`config.mk`:
```
export PLATFORM = sky130hd
export DESIGN_NAME = mc_config
export DESIGN_NICKNAME = d
export VERILOG_FILES = /design/src/rtl/mc_pkg.sv /design/src/rtl/mc_config.sv
export VERILOG_INCLUDE_DIRS = /design/src /design/src/rtl
export SDC_FILE = /design/constraint.sdc
export NUM_CORES = 1
export LEC_CHECK = 0
export BUFFER_PORTS_ARGS = -buffer_cell sky130_fd_sc_hd__buf_2
export CORE_MARGIN = 5
export CORE_UTILIZATION = 50
export CTS_BUF_LIST = sky130_fd_sc_hd__clkbuf_2
export DETAILED_ROUTE_END_ITERATION = 8
export GPL_TIMING_DRIVEN = 0
export PLACE_DENSITY = 0.82
export SETUP_SLACK_MARGIN = 0.4
export SYNTH_ARGS = -nofsm -noshare
export SYNTH_HDL_FRONTEND = slang
export SYNTH_SLANG_ARGS = --single-unit
export TNS_END_PERCENT = 50
```
`constraint.sdc`:
```
create_clock -name i_mclk -period 4.22 [get_ports i_mclk]
set_clock_uncertainty 0.1 [all_clocks]
set_input_delay 0 -clock i_mclk [delete_from_list [all_inputs] [get_ports i_mclk]]
set_output_delay 0 -clock i_mclk [all_outputs]
set_load 0.01 [all_outputs]
```
`src/rtl/mc_defs.svh`:
```
/*
 Constants of the memory controller configuration block: register offsets,
 field positions, reset values and timing counts.
 Assumes inclusion by bare name from the top module.
*/
`ifndef MC_DEFS_SVH
`define MC_DEFS_SVH
`define MC_OFS_ROM_MODE 8'h00
`define MC_OFS_ROM_TIMING 8'h04
`define MC_OFS_SD_MODE 8'h08
`define MC_OFS_SD_GEOM 8'h0C
`define MC_OFS_SD_PRECH 8'h10
`define MC_OFS_REF_RELOAD 8'h14
`define MC_OFS_REF_TIMER 8'h18
`define MC_OFS_ARB_CTRL 8'h1C
`define MC_MASK_ROM_MODE 32'h0000_0103
`define MC_MASK_ROM_TIMING 32'h0000_0007
`define MC_MASK_SD_MODE 32'h0000_0377
`define MC_MASK_SD_GEOM 32'h0000_03F3
`define MC_MASK_SD_PRECH 32'h0000_0173
`define MC_MASK_REF_RELOAD 32'h0000_FF00
`define MC_MASK_ARB_CTRL 32'h0000_0001
`define MC_RST_SD_MODE 32'h0000_0330
`define MC_RST_SD_PRECH 32'h0000_0142
`define MC_RST_REFRESH 16'h0200
`define MC_REF_MIN_HI 8'h01
`define MC_BOOT_LO 32'h1F80_0000
`define MC_BOOT_BASE4 32'h1FC0_0000
`define MC_BOOT_END1 32'h1FCF_FFFF
`define MC_BOOT_END2 32'h1FDF_FFFF
`define MC_EXT_LO 32'h1F00_0000
`define MC_EXT_HI 32'h1F7F_FFFF
`define MC_ROM_CLK_ZERO 5'h12
`define MC_BURST_BOUND 4'hF
`endif

```
`src/rtl/mc_pkg.sv`:
```
/*
 Types of the memory controller configuration block.
 Assumes no other file; it does not use mc_defs.svh.
*/
package mc_pkg;
	typedef struct packed {
		logic [4:0] rom_clks;
		logic [2:0] ras_to_cas_delay;
		logic [1:0] cas_latency;
		logic [3:0] active_to_precharge;
		logic [2:0] precharge_to_active;
		logic [1:0] write_to_precharge;
		logic [3:0] column_addr_width;
		logic [4:0] row_col_addr_width;
		logic bank_count;
	} mc_timing_s;
	typedef struct packed {
		logic sel_sdram;
		logic sel_boot;
		logic sel_ext;
		logic addr_err;
		logic wr_blocked;
	} mc_decode_s;
	typedef enum logic [1:0] {
		MC_IDLE = 2'b01,
		MC_BUSY = 2'b10
	} mc_arb_e;
endpackage

```
`src/rtl/mc_config.sv`:
```
/*
 Memory controller configuration registers on AXI4-Lite, refresh timer,
 address and write-protect decode, timing decode and memory arbiter.
 Assumes requesters, access address and done pulses come from logic on i_mclk.
*/
`timescale 1ns/1ns
`default_nettype none
`include "mc_defs.svh"
module mc_config (
	input wire logic i_mclk,
	input wire logic i_rst,
	input wire logic [7:0] i_awaddr,
	input wire logic i_awvalid,
	output logic o_awready,
	input wire logic [31:0] i_wdata,
	input wire logic [3:0] i_wstrb,
	input wire logic i_wvalid,
	output logic o_wready,
	output logic [1:0] o_bresp,
	output logic o_bvalid,
	input wire logic i_bready,
	input wire logic [7:0] i_araddr,
	input wire logic i_arvalid,
	output logic o_arready,
	output logic [31:0] o_rdata,
	output logic [1:0] o_rresp,
	output logic o_rvalid,
	input wire logic i_rready,
	input wire logic [31:0] i_acc_addr,
	input wire logic i_acc_write,
	output mc_pkg::mc_decode_s o_decode,
	output mc_pkg::mc_timing_s o_timing,
	input wire logic i_cpu_req,
	input wire logic i_internal_bus_req,
	input wire logic i_internal_bus_beat,
	input wire logic i_acc_done,
	output logic [2:0] o_grant,
	output logic o_refresh_req
);
	import mc_pkg::*;

	// ************************************************************
	// Register file and bus slave
	// ************************************************************
	logic [31:0] rom_mode_q, rom_access_timing_q, sdram_mode_q, sdram_geometry_q;
	logic [31:0] sdram_precharge_timing_q, refresh_reload_q, memory_arbiter_control_q;
	logic [15:0] refresh_count_now_q;
	logic [7:0] waddr_q;
	logic [31:0] wdata_q;
	logic [3:0] wstrb_q;
	logic aw_have_q, w_have_q;
	logic do_write;
	logic [31:0] wmerged;

	function automatic logic known(input logic [7:0] a);
		known = (a[1:0] == 2'b00) && (a <= `MC_OFS_ARB_CTRL);
	endfunction

	function automatic logic [31:0] merge(input logic [31:0] old, input logic [31:0] nw,
		input logic [3:0] strb);
		for (int i = 0; i < 4; i++) begin
			merge[i*8 +: 8] = strb[i] ? nw[i*8 +: 8] : old[i*8 +: 8];
		end
	endfunction

	assign do_write = aw_have_q && w_have_q && !o_bvalid;

	always_ff @(posedge i_mclk or posedge i_rst) begin
		if (i_rst) begin
			aw_have_q <= 1'b0;
			waddr_q <= 8'h00;
		end else if (i_awvalid && o_awready) begin
			aw_have_q <= 1'b1;
			waddr_q <= i_awaddr;
		end else if (do_write) begin
			aw_have_q <= 1'b0;
		end
	end

	always_ff @(posedge i_mclk or posedge i_rst) begin
		if (i_rst) begin
			w_have_q <= 1'b0;
			wdata_q <= 32'h0000_0000;
			wstrb_q <= 4'h0;
		end else if (i_wvalid && o_wready) begin
			w_have_q <= 1'b1;
			wdata_q <= i_wdata;
			wstrb_q <= i_wstrb;
		end else if (do_write) begin
			w_have_q <= 1'b0;
		end
	end

	always_ff @(posedge i_mclk or posedge i_rst) begin
		if (i_rst) begin
			o_awready <= 1'b0;
			o_wready <= 1'b0;
		end else begin
			o_awready <= !aw_have_q && !(i_awvalid && o_awready);
			o_wready <= !w_have_q && !(i_wvalid && o_wready);
		end
	end

	always_ff @(posedge i_mclk or posedge i_rst) begin
		if (i_rst) begin
			o_bvalid <= 1'b0;
			o_bresp <= 2'b00;
		end else if (do_write) begin
			o_bvalid <= 1'b1;
			o_bresp <= known(waddr_q) ? 2'b00 : 2'b10;
		end else if (o_bready_take()) begin
			o_bvalid <= 1'b0;
		end
	end

	function automatic logic o_bready_take();
		o_bready_take = o_bvalid && i_bready;
	endfunction

	always_comb begin
		wmerged = 32'h0000_0000;
		unique case (waddr_q)
			`MC_OFS_ROM_MODE: wmerged = merge(rom_mode_q, wdata_q, wstrb_q);
			`MC_OFS_ROM_TIMING: wmerged = merge(rom_access_timing_q, wdata_q, wstrb_q);
			`MC_OFS_SD_MODE: wmerged = merge(sdram_mode_q, wdata_q, wstrb_q);
			`MC_OFS_SD_GEOM: wmerged = merge(sdram_geometry_q, wdata_q, wstrb_q);
			`MC_OFS_SD_PRECH: wmerged = merge(sdram_precharge_timing_q, wdata_q, wstrb_q);
			`MC_OFS_REF_RELOAD: wmerged = merge(refresh_reload_q, wdata_q, wstrb_q);
			`MC_OFS_ARB_CTRL: wmerged = merge(memory_arbiter_control_q, wdata_q, wstrb_q);
			default: wmerged = 32'h0000_0000;
		endcase
	end

	always_ff @(posedge i_mclk or posedge i_rst) begin
		if (i_rst) begin
			rom_mode_q <= 32'h0000_0000;
			rom_access_timing_q <= 32'h0000_0000;
			sdram_mode_q <= `MC_RST_SD_MODE;
			sdram_geometry_q <= 32'h0000_0000;
			sdram_precharge_timing_q <= `MC_RST_SD_PRECH;
			refresh_reload_q <= {16'h0000, `MC_RST_REFRESH};
			memory_arbiter_control_q <= 32'h0000_0000;
		end else if (do_write) begin
			unique case (waddr_q)
				`MC_OFS_ROM_MODE: rom_mode_q <= wmerged & `MC_MASK_ROM_MODE;
				`MC_OFS_ROM_TIMING: rom_access_timing_q <= wmerged & `MC_MASK_ROM_TIMING;
				`MC_OFS_SD_MODE: sdram_mode_q <= wmerged & `MC_MASK_SD_MODE;
				`MC_OFS_SD_GEOM: sdram_geometry_q <= wmerged & `MC_MASK_SD_GEOM;
				`MC_OFS_SD_PRECH: sdram_precharge_timing_q <= wmerged & `MC_MASK_SD_PRECH;
				`MC_OFS_REF_RELOAD: begin
					if (wmerged[15:8] < `MC_REF_MIN_HI) begin
						refresh_reload_q <= {16'h0000, `MC_RST_REFRESH};
					end else begin
						refresh_reload_q <= wmerged & `MC_MASK_REF_RELOAD;
					end
				end
				`MC_OFS_ARB_CTRL: memory_arbiter_control_q <= wmerged & `MC_MASK_ARB_CTRL;
				default: ;
			endcase
		end
	end

	always_ff @(posedge i_mclk or posedge i_rst) begin
		if (i_rst) begin
			o_arready <= 1'b0;
			o_rvalid <= 1'b0;
			o_rdata <= 32'h0000_0000;
			o_rresp <= 2'b00;
		end else begin
			o_arready <= !o_rvalid && !(i_arvalid && o_arready);
			if (i_arvalid && o_arready) begin
				o_rvalid <= 1'b1;
				o_rresp <= known(i_araddr) ? 2'b00 : 2'b10;
				unique case (i_araddr)
					`MC_OFS_ROM_MODE: o_rdata <= rom_mode_q;
					`MC_OFS_ROM_TIMING: o_rdata <= rom_access_timing_q;
					`MC_OFS_SD_MODE: o_rdata <= sdram_mode_q;
					`MC_OFS_SD_GEOM: o_rdata <= sdram_geometry_q;
					`MC_OFS_SD_PRECH: o_rdata <= sdram_precharge_timing_q;
					`MC_OFS_REF_RELOAD: o_rdata <= refresh_reload_q;
					`MC_OFS_REF_TIMER: o_rdata <= {16'h0000, refresh_count_now_q};
					`MC_OFS_ARB_CTRL: o_rdata <= memory_arbiter_control_q;
					default: o_rdata <= 32'h0000_0000;
				endcase
			end else if (o_rvalid && i_rready) begin
				o_rvalid <= 1'b0;
			end
		end
	end

	// ************************************************************
	// Refresh timer
	// ************************************************************
	logic ref_expire;
	assign ref_expire = (refresh_count_now_q == 16'h0000);

	always_ff @(posedge i_mclk or posedge i_rst) begin
		if (i_rst) begin
			refresh_count_now_q <= `MC_RST_REFRESH;
		end else if (ref_expire) begin
			refresh_count_now_q <= refresh_reload_q[15:0];
		end else begin
			refresh_count_now_q <= refresh_count_now_q - 16'h0001;
		end
	end

	// ************************************************************
	// Timing decode
	// ************************************************************
	always_ff @(posedge i_mclk or posedge i_rst) begin
		if (i_rst) begin
			o_timing <= '0;
		end else begin
			o_timing.rom_clks <= (rom_access_timing_q[2:0] == 3'h0) ? `MC_ROM_CLK_ZERO :
				{1'b0, rom_access_timing_q[2:0], 1'b0} + 5'h02;
			o_timing.ras_to_cas_delay <= (sdram_mode_q[9:8] == 2'h0) ? 3'h4 :
				{1'b0, sdram_mode_q[9:8]} + 3'h1;
			o_timing.cas_latency <= (sdram_mode_q[6:4] == 3'h2) ? 2'h2 : 2'h3;
			o_timing.active_to_precharge <= (sdram_precharge_timing_q[6:4] > 3'h4) ? 4'h8 :
				{1'b0, sdram_precharge_timing_q[6:4]} + 4'h4;
			o_timing.precharge_to_active <= (sdram_precharge_timing_q[1:0] == 2'h3) ? 3'h4 :
				{1'b0, sdram_precharge_timing_q[1:0]} + 3'h2;
			o_timing.write_to_precharge <= sdram_precharge_timing_q[8] ? 2'h2 : 2'h1;
			o_timing.column_addr_width <= {2'b00, sdram_geometry_q[1:0]} + 4'h7;
			o_timing.row_col_addr_width <= (sdram_geometry_q[6:4] > 3'h5) ? 5'h16 :
				{2'b00, sdram_geometry_q[6:4]} + 5'h11;
			o_timing.bank_count <= sdram_geometry_q[7];
		end
	end

	// ************************************************************
	// Address and write-protect decode
	// ************************************************************
	logic in_boot, in_ext, boot_ok, sd_ok;
	always_comb begin
		in_boot = (i_acc_addr >= `MC_BOOT_LO);
		in_ext = (i_acc_addr >= `MC_EXT_LO) && (i_acc_addr <= `MC_EXT_HI);
		unique case (rom_mode_q[1:0])
			2'b00: boot_ok = (i_acc_addr >= `MC_BOOT_BASE4);
			2'b01: boot_ok = 1'b1;
			2'b10: boot_ok = (i_acc_addr >= `MC_BOOT_BASE4) && (i_acc_addr <= `MC_BOOT_END1);
			2'b11: boot_ok = (i_acc_addr >= `MC_BOOT_BASE4) && (i_acc_addr <= `MC_BOOT_END2);
		endcase
		unique case (sdram_geometry_q[9:8])
			2'b00: sd_ok = (i_acc_addr[31:22] == 10'h000);
			2'b01: sd_ok = (i_acc_addr[31:23] == 9'h000);
			2'b10: sd_ok = (i_acc_addr[31:24] == 8'h00);
			2'b11: sd_ok = (i_acc_addr[31:25] == 7'h00);
		endcase
	end

	always_ff @(posedge i_mclk or posedge i_rst) begin
		if (i_rst) begin
			o_decode <= '0;
		end else begin
			o_decode.sel_sdram <= sd_ok;
			o_decode.sel_boot <= in_boot && boot_ok;
			o_decode.sel_ext <= in_ext;
			o_decode.addr_err <= in_boot && !boot_ok;
			o_decode.wr_blocked <= i_acc_write && (in_boot || in_ext) && !rom_mode_q[8];
		end
	end

	// ************************************************************
	// Memory arbiter
	// ************************************************************
	mc_arb_e arb_q;
	logic [2:0] pend, grab;
	logic [1:0] age_q [3];
	logic [3:0] beat_q;
	logic ref_pend_q, cpu_pend_q, internal_bus_pend_q, fair, boundary;

	assign fair = memory_arbiter_control_q[0];
	assign pend = {internal_bus_pend_q, ref_pend_q, cpu_pend_q};
	assign boundary = i_internal_bus_beat && (beat_q == `MC_BURST_BOUND);

	always_ff @(posedge i_mclk or posedge i_rst) begin
		if (i_rst) begin
			ref_pend_q <= 1'b0;
			cpu_pend_q <= 1'b0;
			internal_bus_pend_q <= 1'b0;
		end else begin
			ref_pend_q <= ref_expire || (ref_pend_q && !grab[1]);
			cpu_pend_q <= i_cpu_req && !grab[0];
			internal_bus_pend_q <= i_internal_bus_req && !grab[2];
		end
	end

	always_comb begin
		grab = 3'b000;
		if (fair) begin
			for (int i = 2; i >= 0; i--) begin
				if (pend[i] && (grab == 3'b000 || age_q[i] <= age_q[0] || i == 0)) begin
					grab = 3'b000;
				end
			end
			for (int i = 0; i < 3; i++) begin
				if (pend[i] && grab == 3'b000) begin
					grab[i] = 1'b1;
					for (int j = 0; j < 3; j++) begin
						if (pend[j] && age_q[j] > age_q[i]) begin
							grab = 3'b000;
						end
					end
				end
			end
			if (pend != 3'b000 && grab == 3'b000) begin
				grab = pend & ~(pend - 3'b001);
			end
			if (arb_q == MC_BUSY) begin
				grab = 3'b000;
			end
		end else if (arb_q == MC_IDLE) begin
			grab = pend & ~(pend - 3'b001);
		end else if (o_grant[2] && ref_pend_q) begin
			grab = 3'b010;
		end else if (o_grant[2] && cpu_pend_q && boundary) begin
			grab = 3'b001;
		end
	end

	generate
		for (genvar g = 0; g < 3; g++) begin : g_age
			always_ff @(posedge i_mclk or posedge i_rst) begin
				if (i_rst) begin
					age_q[g] <= 2'h0;
				end else if (!pend[g] || grab[g]) begin
					age_q[g] <= 2'h0;
				end else if (age_q[g] != 2'h3) begin
					age_q[g] <= age_q[g] + 2'h1;
				end
			end
		end
	endgenerate

	always_ff @(posedge i_mclk or posedge i_rst) begin
		if (i_rst) begin
			beat_q <= 4'h0;
		end else if (grab != 3'b000) begin
			beat_q <= 4'h0;
		end else if (i_internal_bus_beat && o_grant[2]) begin
			beat_q <= beat_q + 4'h1;
		end
	end

	always_ff @(posedge i_mclk or posedge i_rst) begin
		if (i_rst) begin
			arb_q <= MC_IDLE;
			o_grant <= 3'b000;
		end else if (grab != 3'b000) begin
			arb_q <= MC_BUSY;
			o_grant <= grab;
		end else if (i_acc_done) begin
			arb_q <= MC_IDLE;
			o_grant <= 3'b000;
		end
	end

	always_ff @(posedge i_mclk or posedge i_rst) begin
		if (i_rst) begin
			o_refresh_req <= 1'b0;
		end else begin
			o_refresh_req <= grab[1];
		end
	end
endmodule // mc_config
`default_nettype wire

```
# ---- Word level (Yosys, flattened, before mapping)
# Index checks and enable logic that the tools add are counted.
dict set report word_totals {
  reg_bits 217
  in_bits 96
  output_inout_bits 79
  word_cells 280
}
dict set report op_classes {
  n_addsub 12
  order_cmp 21
  eq_ne 28
  n_mux 72
  bitwise_logic 2
  n_reduce_logical 99
}
# cell count
set ops {}
lappend ops {{$pmux 32 s8} 1}
lappend ops {{$pmux 16 s7} 1}
lappend ops {{$mux 8} 13}
lappend ops {{$ge 32x29->1 const B} 3}
lappend ops {{$le 32x29->1 const B} 3}
lappend ops {{$mux 3} 27}
lappend ops {{$eq 8x5->1 const B} 7}
lappend ops {{$logic_and 1x1->1} 41}
lappend ops {{$eq 8x4->1 const B} 4}
lappend ops {{$mux 16} 2}
lappend ops {{$logic_not 8->1} 3}
lappend ops {{$mux 2} 12}
lappend ops {{$gt 2x2->1} 9}
lappend ops {{$logic_not 3->1} 6}
lappend ops {{$reduce_bool 2->1} 9}
lappend ops {{$eq 8x3->1 const B} 2}
lappend ops {{$le 8x5->1 const B} 2}
lappend ops {{$logic_not 16->1} 1}
lappend ops {{$sub 16x1->16 const B} 1}
lappend ops {{$logic_not 1->1} 15}
lappend ops {{$reduce_and 2->1} 7}
lappend ops {{$eq 2x2->1 const B} 6}
lappend ops {{$mux 4} 3}
lappend ops {{$logic_not 10->1} 1}
lappend ops {{27 further kinds} 55}

# ---- Depth between registers and ports, before layout
# Gate-level depths: netlist of run 1.
dict set report logic_depth {
  word_depth 30
  depth_mapped 8
  ltp_nobuf 8
}

# ---- Worst setup path before layout of run 1
# No wires, ideal clock.
dict set report synth_path {
  path_kind {register -> register}
  from {reg age_q[3] (netlist bit)}
  to {reg arb_q[1]}
  setup_ns 0.124
  arrival_ns 1.789
  t_required_ns 3.996
  path_slack_ns 2.207
  stages_incl_launch_ff 9
  n_path_buf 1
  period_less_slack_ns 2.013
  path_cell_list {dfrtp_1 > inv_1 > ha_1 > nor2b_1 > o32ai_1 > o22ai_1 > a41o_1 > buf_2 > a211o_1}
}
dict set report synth_between {
  elab_chain_len 27
  elab_cells_between_ends 45
  classes_between {order compare (6); mux (22); reduce/logical (17)}
}
# element line_no
set synth_rtl {}
lappend synth_rtl {{start: declaration} mc_config.sv:269} ;# logic [1:0] age_q [3];
lappend synth_rtl {{start signal: indexed assignment} mc_config.sv:330} ;# age_q[g] <= age_q[g] + 2'h1;
lappend synth_rtl {{$le 2x2->1} mc_config.sv:293} ;# if (pend[i] && (grab == 3'b000 || age_q[i] <= age_q[0] || i == 0)) begin
lappend synth_rtl {{$logic_or 1x1->1} mc_config.sv:293}
lappend synth_rtl {{$logic_and 1x1->1} mc_config.sv:293}
lappend synth_rtl {{$mux 3 (2 in a row)} mc_config.sv:293}
lappend synth_rtl {{$mux 3} mc_config.sv:291} ;# if (fair) begin
lappend synth_rtl {{$logic_not 3->1 or $mux 3 (tied branches)} {mc_config.sv:298, mc_config.sv:301}}
lappend synth_rtl {{$logic_and 1x1->1 or $mux 3 (tied branches)} {mc_config.sv:298, mc_config.sv:301}}
lappend synth_rtl {{$mux 3 (on tied branches)} {mc_config.sv:298, mc_config.sv:301}}
lappend synth_rtl {{(+10 left out)} n/a}
lappend synth_rtl {{$mux 3 *} mc_config.sv:291}
lappend synth_rtl {{$logic_not 3->1} mc_config.sv:307} ;# if (pend != 3'b000 && grab == 3'b000) begin
lappend synth_rtl {{$logic_and 1x1->1} mc_config.sv:307}
lappend synth_rtl {{$mux 3 *} mc_config.sv:307}
lappend synth_rtl {{$mux 3 *} mc_config.sv:310} ;# if (arb_q == MC_BUSY) begin
lappend synth_rtl {{$mux 3 *} mc_config.sv:291}
lappend synth_rtl {{$reduce_bool 3->1 *} mc_config.sv:350} ;# end else if (grab != 3'b000) begin
lappend synth_rtl {{$mux 2 or $reduce_bool 2->1 (tied branches)} n/a}
lappend synth_rtl {{end signal: assignment} mc_config.sv:348} ;# arb_q <= MC_IDLE;
lappend synth_rtl {{end signal: assignment} mc_config.sv:351} ;# arb_q <= MC_BUSY;
lappend synth_rtl {{end signal: assignment} mc_config.sv:354} ;# arb_q <= MC_IDLE;
lappend synth_rtl {{end: declaration} mc_config.sv:267} ;# mc_arb_e arb_q;
# Mark *: on every way between the ends. The rest lies on a longest branch, timed or not. The select of a mux whose other input is x is not followed.
# A chain may end at the register's enable or synchronous reset.

# ---- Worst setup path after layout of run 1
dict set report layout_path {
  from {in i_araddr[5]}
  to {reg o_rdata[11]}
}
dict set report layout_between {
  elab_chain_len 2
  elab_cells_between_ends 9
  classes_between {eq/ne (7); mux (1); reduce/logical (1)}
}
# element line_no
set layout_rtl {}
lappend layout_rtl {{start: declaration} mc_config.sv:22} ;# input wire logic [7:0] i_araddr,
lappend layout_rtl {{$eq 8x5->1 (tied with other cells)} mc_config.sv:174} ;# unique case (i_araddr)
lappend layout_rtl {{$pmux 32 s8 *} mc_config.sv:174}
lappend layout_rtl {{end signal: assignment} mc_config.sv:175} ;# `MC_OFS_ROM_MODE: o_rdata <= rom_mode_q;
lappend layout_rtl {{end signal: assignment} mc_config.sv:176} ;# `MC_OFS_ROM_TIMING: o_rdata <= rom_access_timing_q;
lappend layout_rtl {{end signal: assignment} mc_config.sv:177} ;# `MC_OFS_SD_MODE: o_rdata <= sdram_mode_q;
lappend layout_rtl {{end: declaration} mc_config.sv:25} ;# output logic [31:0] o_rdata,
# Mark *: on every way between the ends. The rest lies on a longest branch, timed or not.

==> metrics.txt, run 1 <==
most frequent cells in the layout=dfrtp_1 (144), buf_2 (121), dlygate4sd3_1 (106); Residual DRC=0; post-DP HPWL=13,300 um; most common cell after layout, fill and taps aside=dfrtp_1; # IOs=175; clock share of power=17.5%; gpl congestion=0.883; status=complete, no violations; largest net degree at the start of global routing=45; DRT Pass-1 Iters=5; main combinational cell family by area after synthesis=simple AND/OR/NAND/NOR gates; Simple-Gate Fraction of Synth Area=15.0%; GRT overflow=0; Crit path max-delay family=buffers and inverters; Max Cap Viol=0; hold path depth=5; Post-Route Setup TNS=0 ns; Crit path buffers/inverters=4; adder-cell area share of the yosys netlist=3.02%; CTS tree=built; synth-to-layout area growth=29.5%; root buf cell=clkbuf_2; first-pass GRT wire length=33,100 um; CTS buffer count=17; FMAX=316 MHz; CTS resizes=0; CP endpoint kind=flip-flop; Reg-to-Reg Start=o_arready; Seq/Total Area, Yosys=51.9%; Cell variety after synth=69; Net Sw Frac=37.3%; xor and xnor fraction of the mapped netlist area=2.12%; final worst setup slack=1.05 ns; Tot GR Track Use=23.5%; clock latency reported for the late side of the worst-skew pair=0.72 ns; RR Endpoint=o_rdata[11]; Synth Flop Type=dfrtp_1; post-route design area=9640 sq um; reg2reg path depth=5; multiplexer share of the synthesized area=10.5%; Hold WS=0.146 ns; die area=17,400 sq um; required time of the critical path=4.80 ns; Vias/cell=5.56; Slew HR=41.3%; peak supply drop=0.366 mV; number of global-route vias before repair=6,390; initial core utilization=51.1%; slowest stage delay, CP=0.78 ns; R2R setup slack=1.62 ns; unrepaired setup endpoints after global routing=false; WHS Endpoint=beat_q[2]; max-slew violation total from the final report=0; wire per inst=18.0 um; Starting DRT DRC Count=525; Crit. path cell count=9; Mapped Area=7450 sq um; Worst path slowest cell=dlygate4sd3_1; core box area=14,600 sq um; initial antenna violation count=2; clock buffer depth=2; clk slew on worst S/H paths=0.20 ns; CP arrival=3.75 ns; Fin. Hold Viols=0; Crit path top cell by count=dlygate4sd3_1; Power Internal=2.73 mW; PD cells=451 nW/um^2; total chip power=4.35 mW; final period utilization=75.1%; Post-Route WL=20,500 um; Comb power frac=32.8%; Max Fanout on Critical Path=7; Reg power frac=49.7%; Ys Warns=0; net switching power=1.63 mW; EDFF count, synth=0; Hold Startpoint=i_internal_bus_beat; Final #Nets=1,056; Rows=44; final setup vio count=0; H-tree Lvls=4; via count=6,342; Final min period=3.17 ns; Leak=4.53 nW; chip height=132 um; hold crit path type=in -> reg; port bufs=113; worst slew pin tran=0.878 ns; fraction of the mapped netlist area in compound gates=11.9%; Avg Inst Size Synth=10.9 sq um; Post-Syn Instances=683; Setup CP Type=in -> reg; Die X=132 um; cell chain of the critical path=dlygate4sd3_1 > buf_2 > nor3_2 > dlygate4sd3_1 > nand4_1 > dlygate4sd3_1 > nor4b_2 > a22oi_1 > nand2_1; Synth Register Bits=154; asr flop ratio synth=100%; Antenna Nets Post-Route=0; CTS Sinks=154; crit start category=input pin; layout cells sized above 1=25.7%; Post-DP Area=8380 sq um; Post-Place Worst Slack=1.81 ns
-- metrics by stage --
| step | cells | utilization, % |
|---|---|---|
| 3_5_place_dp | 1001 | 57.4 |
| 5_1_grt | 1140 | 66.1 |
| 3_3_place_gp | 998 | 57.0 |
| 2_1_floorplan | 701 | - |
| 6_report | 1140 | 66.1 |
| 4_1_cts | 1138 | 66.1 |
-- repair_timing --
| item | in CTS | in global routing |
|---|---|---|
| hold endpoints to repair | 174 | 0 |
| setup endpoints to repair | 0 | 0 |
| buffers inserted | 0 | 0 |
| hold buffers | 106 | 0 |
-- cells in the mapped netlist (6+ instances only) --
cell / n / share of area, %
dfrtp_1: 144 / 48
nand2_1: 63 / 3.2
mux2_2: 50 / 7.6
inv_1: 39 / 2.0
nor2_1: 37 / 1.9
o21ai_0: 25 / 1.7
buf_4: 21 / 2.1
nor3_1: 21 / 1.4
ha_1: 18 / 3.0
nor2b_1: 16 / 1.3
a22oi_1: 14 / 1.4
clkbuf_1: 14 / 0.71
o21ai_1: 14 / 0.94
nand3_1: 13 / 0.87
mux2i_1: 12 / 1.6
a21oi_1: 11 / 0.74
xnor2_1: 11 / 1.3
dfstp_2: 10 / 3.5
mux2_1: 9 / 1.4
nor4_1: 9 / 0.76
and3_1: 8 / 0.67
buf_2: 8 / 0.54
a22o_1: 7 / 0.82
nand4_1: 7 / 0.59
xor2_1: 7 / 0.82
nand2b_1: 6 / 0.50
nand3b_1: 6 / 0.60
o41ai_1: 6 / 0.71
-- worst reg2reg max path, delay by kind of cell (launching register included) --
family                 cells  cell delay (ns)
AOI/OAI and AO/OA          1             0.21
buffers and inverters      1             0.75
DFF                        1             0.44
and+or+nand+nor            3             1.06
-- layer usage --
metal  vias to the layer above  share of wire [%]  global-route usage [%]
li1                       2932                  -                       -
met1                      3040                 40                    30.0
met2                       301                 50                    40.0
met3                        69                7.1                    5.53
met4                         0                2.8                    6.86
met5                         -                  0                       0
-- cell type report --
type                       instances  area, sq um
antenna                            2         5.00
buffer                            44          254
clock buffer                      19         95.1
clock inverter                    12          108
fill                            1069         4940
inverter                          40          154
multi-input combinational        463         3250
sequential                       154         3870
tap                              184          230
timing repair buffer             222         1690
-- worst max-delay path by stage --
stage,startpoint,slack [ns],endpoint
floorplan,i_rst,2.18,age_q[0]
global placement,i_rst,1.28,wdata_q[1]
detailed placement,waddr_q[7],1.81,refresh_reload_q[9]
CTS,i_araddr[5],1.23,o_rdata[12]
global route,i_araddr[5],1.04,o_rdata[11]
finish,i_araddr[5],1.05,o_rdata[11]
-- logic make-up after synthesis --
| logic type | count (synthesis) |
|---|---|
| AND/OR/NAND/NOR | 210 |
| flip-flops | 154 |
| AO/OA/AOI/OAI | 126 |
| buffers and inverters | 84 |
| multiplexers | 71 |
| adder cells (fa/ha/maj) | 18 |
| XOR/XNOR | 18 |
| other | 2 |
-- sequential cells by signal, summed over array words and instances, names as in the netlist, 5 cells and up --
register / cells
sdram_mode_q: 8
o_decode: 5
refresh_reload_q: 8
o_rdata: 16
refresh_count_now_q: 16
o_timing: 27
wdata_q: 15
waddr_q: 8
age_q: 6
sdram_precharge_timing_q: 6
sdram_geometry_q: 8
-- power by group through the flow --
| stage | Sequential (mW) | Clock [mW] | Combinational, mW |
|---|---|---|---|
| global route | 2.21 | 0.837 | 1.57 |
| CTS | 2.15 | 0.767 | 1.39 |
| detailed placement | 2.18 | 0 | 1.31 |
| global placement | 2.16 | 0 | 1.26 |
| finish | 2.16 | 0.763 | 1.43 |
| floorplan | 2.11 | 0 | 0.979 |
No activity file was read; power rests on OpenSTA's default activity.
==> run 2, diff against run 1 <==
clock period = 2.6 ns   (was 4.22 ns; I/O delays follow)
==> run 2 against run 1 <==
Routed wire length up 2.2%. Critical endpoint is now o_decode[4]. Sequential power up 65%. Via count increased by 1.5%. Die area unchanged. Critical path type unchanged. Setup slack worse by 0.81 ns. Global-route usage increased by 0.053 points. Sequential cell count is the same. Design area increased by 2.7%. Combinational power increased by 84%. Highest routed layer unchanged.
==> metrics.txt, run 2 (synthesis gave the netlist of run 1 again) <==
status=complete, no violations; CTS tree=built; Vias/cell=5.60 (+0.66%); CP endpoint kind=flip-flop; first-pass GRT wire length=33,300 um (+0.52%); met1 Use GR=29.9% (-0.14 points); port bufs=113 (unchanged); placed cells=1,001 (unchanged); post-DP HPWL=13,300 um (unchanged); Rows=44 (unchanged); unrepaired setup endpoints after global routing=true; Die X=132 um (unchanged); clk slew on worst S/H paths=0.21 ns (about the same); CTS buffer count=17 (unchanged); root buf cell=clkbuf_2; Starting DRT DRC Count=487 (-7.2%); required time of the critical path=3.16 ns (-1.64 ns); FMAX=423 MHz; reg2reg path depth=9 (+4); crit start category=input pin; PD cells=749 nW/um^2 (+66%); top flop regs=o_timing (27), o_rdata (16), refresh_count_now_q (16); die area=17,400 sq um (unchanged); met2 usage=40.0% (about the same); peak supply drop=0.638 mV (+75%); GRT overflow=0 (unchanged); R2R setup slack=0.31 ns (-1.31 ns); total chip power=7.41 mW (+70%); largest net degree at the start of global routing=45 (unchanged); Largest Register=o_timing; clock buffer depth=2 (unchanged); clock latency reported for the late side of the worst-skew pair=0.70 ns (-0.02 ns); Post-Place Worst Slack=0.186 ns (-1.62 ns); via count=6,440 (+1.5%); most frequent cells in the layout=dfrtp_1 (143), buf_2 (121), dlygate4sd3_1 (104); synth-to-layout area growth=33.0%; Reg-to-Reg Start=age_q[3]; final setup vio count=0 (unchanged); Max Fanout on Critical Path=2 (-5); Finished Layout Cells=1,150 (+0.88%); most common cell after layout, fill and taps aside=dfrtp_1; core box area=14,600 sq um (unchanged); Hold Startpoint=i_internal_bus_beat; wire per inst=18.2 um (+1.3%); Residual DRC=0 (unchanged); final worst setup slack=0.238 ns (-0.813 ns); RR Endpoint=arb_q[1]; fillcell total=1,028 (-3.8%); H-tree Lvls=4 (unchanged); initial antenna violation count=1 (-1); layer with the highest usage=met2; Final min period=2.36 ns; Max Cap Viol=0 (unchanged); initial core utilization=51.1% (unchanged); final period utilization=90.8%; Tot GR Track Use=23.6% (+0.053 points); Leak=4.64 nW (+2.5%); Antenna Nets Post-Route=0 (unchanged); layout cells sized above 1=29.6% (+4.0 points); # IOs=175 (unchanged); Post-Route WL=20,900 um (+2.2%); hold crit path type=in -> reg; number of global-route vias before repair=6,435 (+0.70%); GR Layer Usage met3=6.07% (+0.53 points); CTS Sinks=154 (unchanged); hold path depth=5 (unchanged); WHS Endpoint=beat_q[0]; max reg flops=27 (unchanged); gpl congestion=0.883 (unchanged); Fin. Hold Viols=0 (unchanged); Slew HR=41.0% (-0.32 points); Setup CP Type=in -> reg; CP arrival=2.92 ns (-0.83 ns); worst slew pin tran=0.883 ns (+0.00483 ns); DRT Pass-1 Iters=7 (+2); chip height=132 um (unchanged); Final #Nets=1,067 (+1.0%); max-slew violation total from the final report=0 (unchanged)
-- run 2: report_power, final --
group / total (mW) / internal, mW / switching (mW)
clock network: 1.23 / 0.424 / 0.804
logic: 2.63 / 1.26 / 1.36
registers: 3.56 / 2.94 / 0.624
total: 7.41 / 4.62 / 2.79
-- run 2: what timing repair did --
item / CTS / global route
pin swaps: 4 / 13
resized for setup: 7 / 36
setup buffers: 4 / 8
setup endpoints to repair: 28 / 60
hold buffers: 104 / 0
endpoints found under the hold margin: 174 / 0
gates cloned: 0 / 1
-- run 2: cell type report --
| class | instances | area, sq um | area share, % |
|---|---|---|---|
| repair buffers | 233 | 1770 | 17.9 |
| multi-input cells | 463 | 3410 | 34.4 |
| flip-flops and latches | 154 | 3870 | 39.1 |
| plain buffers | 44 | 265 | 2.68 |
| well taps | 184 | 230 | 2.32 |
| inverters | 40 | 154 | 1.55 |
| clock inverters | 12 | 108 | 1.09 |
| clock buffers | 19 | 95.1 | 0.960 |
| diodes | 1 | 2.50 | 0.0253 |
-- run 2: how the worst max path moves through the flow --
stage                               from             endpoint  slack (ns)  cells after the start
final                     i_acc_addr[26]          o_decode[4]        0.24                      8
after global routing            age_q[5]             age_q[1]        0.22                      7
after CTS                     waddr_q[1]  refresh_reload_q[9]        0.36                      5
after detailed placement      waddr_q[7]  refresh_reload_q[9]        0.19                      5
after global placement             i_rst           wdata_q[1]       -0.34                      2
after floorplan                    i_rst             age_q[0]        0.56                      1
-- run 2: stage by stage --
stage / hold WS (ns) / TNS (ns) / utilization (%) / area (sq um)
2_1_floorplan: -0.0281 / 0 / - / 7520
3_3_place_gp: 0.0780 / -47.63 / 57.0 / 8320
3_5_place_dp: 0.0853 / 0 / 57.4 / 8380
4_1_cts: 0.110 / 0 / 66.4 / 9690
5_1_grt: 0.119 / 0 / 67.9 / 9900
6_report: 0.190 / 0 / 67.9 / 9900
-- run 2: layer usage --
metal | part of all wire (%) | up-vias | wire length [um]
met3 | 7.2 | 67 | 1510
met4 | 2.9 | 0 | 610
met1 | 39 | 3107 | 8160
met2 | 51 | 311 | 10700
li1 | - | 2955 | -
met5 | 0 | - | 0
-- run 2: critical path: stages --
cell	delay, ns
dlygate4sd3_1	0.55
buf_2	0.14
dlygate4sd3_1	0.56
nor4_2	0.18
dlygate4sd3_1	0.58
o21ai_0	0.10
nor3_1	0.19
dlygate4sd3_1	0.59
==> run 3, diff against run 2 <==
RECOVER_POWER = 50   (was not set)
==> run 3 against run 2 <==
The run now ends with capacitance limit, slew limit left. Routed wire length barely moved. Count of clock-buffer cells in the layout is the same. Die area unchanged. Global-route usage is the same. First-iteration DRC count rose by 0.21%. Non-clock buffer count did not move. Total power decreased by 0.15%. Fmax is 1.8% lower. Worst hold slack worse by 0.0096 ns. Sequential power about the same. Final cell count stayed put. Utilization down 0.37 points. Largest power group unchanged.
==> metrics.txt, run 3 (synthesis gave the netlist of run 1 again) <==
chip height=132 um (unchanged); CTS Sinks=154 (unchanged); Finished Layout Cells=1,150 (unchanged); gpl congestion=0.883 (unchanged); Antenna Nets Post-Route=0 (unchanged); number of global-route vias before repair=6,435 (unchanged); Crit path top cell by count=dlygate4sd3_1; clock latency reported for the late side of the worst-skew pair=0.70 ns (about the same); RR Endpoint=arb_q[1]; Comb power frac=35.3% (about the same); Fin. Hold Viols=0 (unchanged); port bufs=113 (unchanged); register area=3870 sq um (unchanged); failing checks=capacitance limit, slew limit; crit start category=input pin; R2R setup slack=0.30 ns (about the same); unrepaired setup endpoints after global routing=true; H-tree Lvls=4 (unchanged); Post-Route Setup TNS=0 ns (unchanged); Slew HR=-20.4% (-61 points); top flop regs=o_timing (27), o_rdata (16), refresh_count_now_q (16); initial antenna violation count=1 (unchanged); Reg-to-Reg Start=age_q[3]; Die X=132 um (unchanged); final setup vio count=0 (unchanged); wire per inst=18.2 um (about the same); FMAX=416 MHz (-1.8%); via count=6,402 (-0.59%); GRT overflow=0 (unchanged); Rows=44 (unchanged); post-DP HPWL=13,300 um (unchanged); Crit path max-delay family=buffers and inverters; slowest stage delay, CP=0.60 ns (about the same); reg2reg path depth=9 (unchanged); net switching power=2.79 mW (about the same); Final min period=2.40 ns (+0.0431 ns); Crit. path cell count=8 (unchanged); core box area=14,600 sq um (unchanged); DRT Pass-1 Iters=7 (unchanged); area of the multi-input gates=3410 sq um (unchanged); clock share of power=16.6% (about the same); most frequent cells in the layout=dfrtp_1 (143), dlygate4sd3_1 (104), buf_2 (80); max-slew violation total from the final report=38 (+38); hold crit path type=in -> reg; Power Internal=4.61 mW (-0.28%); final period utilization=92.5% (+1.7 points); status=finished with violations; fillcell total=1,054 (+2.5%); Residual DRC=0 (unchanged); # IOs=175 (unchanged); cell chain of the critical path=dlygate4sd3_1 > buf_2 > dlygate4sd3_1 > nor4_2 > dlygate4sd3_1 > o21ai_0 > nor3_1 > dlygate4sd3_1; Final #Nets=1,067 (unchanged); peak supply drop=0.637 mV (-0.27%); Largest Register=o_timing; Max Cap Viol=1 (+1); PD cells=752 nW/um^2 (+0.40%); Worst Setup EP=o_decode[4]; synth-to-layout area growth=32.2%; root buf cell=clkbuf_2; worst slew pin tran=1.80 ns (+0.914 ns); CTS buffer count=17 (unchanged); required time of the critical path=3.16 ns (about the same); largest net degree at the start of global routing=45 (unchanged); Leak=4.51 nW (-2.9%); most common cell after layout, fill and taps aside=dfrtp_1; Post-Place Worst Slack=0.186 ns (unchanged); layout cells sized above 1=24.9% (-4.8 points); CTS tree=built; clock buffer depth=2 (unchanged); placed cells=1,001 (unchanged); Net Sw Frac=37.7% (+0.081 points); max reg flops=27 (unchanged); initial core utilization=51.1% (unchanged); CP arrival=2.97 ns (+0.05 ns); Starting DRT DRC Count=488 (+0.21%); Crit path buffers/inverters=5 (unchanged); Vias/cell=5.57 (-0.59%); Max Fanout on Critical Path=2 (unchanged); CP endpoint kind=flip-flop; Setup CP Type=in -> reg; Reg power frac=48.1% (about the same); clk slew on worst S/H paths=0.22 ns (about the same); Tot GR Track Use=23.6% (unchanged); first-pass GRT wire length=33,300 um (unchanged); Post-Route WL=20,900 um (about the same); Worst path slowest cell=dlygate4sd3_1; final worst setup slack=0.195 ns (-0.0431 ns); die area=17,400 sq um (unchanged); Critical Path Source=i_acc_addr[26]
## run 3: cell count changes in the layout (fill, tap and decap cells not counted)
cell        before  now
clkinvlp_2       0    1
clkinvlp_4       1    0
clkbuf_1        11   52
buf_2          121   80
dfstp_1          0    5
dfstp_2         10    5
## run 3: final cells by class
type	count	area share, %
Inverter	40	1.54
Sequential cell	154	39.3
Clock buffer	19	0.965
Tap cell	184	2.34
Multi-Input combinational cell	463	34.6
Clock inverter	12	1.09
Timing Repair Buffer	233	17.5
Antenna cell	1	0.0254
Buffer	44	2.68
## run 3: timing repair
item | in CTS | in global routing
gates cloned | 0 | 1
pin swaps | 4 | 13
endpoints found under the hold margin | 174 | 0
hold buffers | 104 | 0
buffers inserted | 4 | 8
gates resized for setup | 7 | 36
endpoints found under the setup margin | 28 | 60
## run 3: through the flow
step                util, %  power, mW  instance area [sq um]  hold WS (ns)
floorplan                 -       5.02                   7520       -0.0281
finish                 67.5       7.40                   9850         0.181
detailed placement     57.4       5.67                   8380        0.0853
CTS                    66.4       7.07                   9690         0.110
global route           67.5       7.87                   9850         0.119
global placement       57.0       5.56                   8320        0.0780
## run 3: worst min path at each step
stage | startpoint | to | slack, ns | depth (start not counted)
4_1_cts | i_internal_bus_beat | beat_q[0] | 0.11 | 5
3_3_place_gp | i_bready | o_bvalid | 0.08 | 2
3_5_place_dp | i_bready | o_bvalid | 0.09 | 2
6_report | i_internal_bus_beat | beat_q[0] | 0.18 | 5
5_1_grt | i_internal_bus_beat | beat_q[0] | 0.12 | 5
2_1_floorplan | i_acc_addr[23] | o_decode[2] | -0.03 | 1
## run 3: per-layer routing
metal	share of wire, %	vias to the layer above	track usage [%]
met1	39	3093	29.9
met4	2.6	0	6.80
met2	51	302	40.0
li1	-	2951	-
met3	7.4	56	6.07
met5	0	-	0
## run 3: power by group through the flow
| stage | combinational, mW | clock [mW] | sequential, mW |
|---|---|---|---|
| 5_1_grt | 2.86 | 1.36 | 3.64 |
| 2_1_floorplan | 1.59 | 0 | 3.43 |
| 6_report | 2.62 | 1.23 | 3.56 |
| 4_1_cts | 2.33 | 1.25 | 3.49 |
| 3_3_place_gp | 2.05 | 0 | 3.51 |
| 3_5_place_dp | 2.13 | 0 | 3.53 |
## run 3: tightest hold or removal path, delay by kind of cell
kind | cells | cell delay (ns)
xor gates and xnor gates | 1 | 0.15
and+or+nand+nor | 2 | 0.14
buffers and inverters | 2 | 0.66
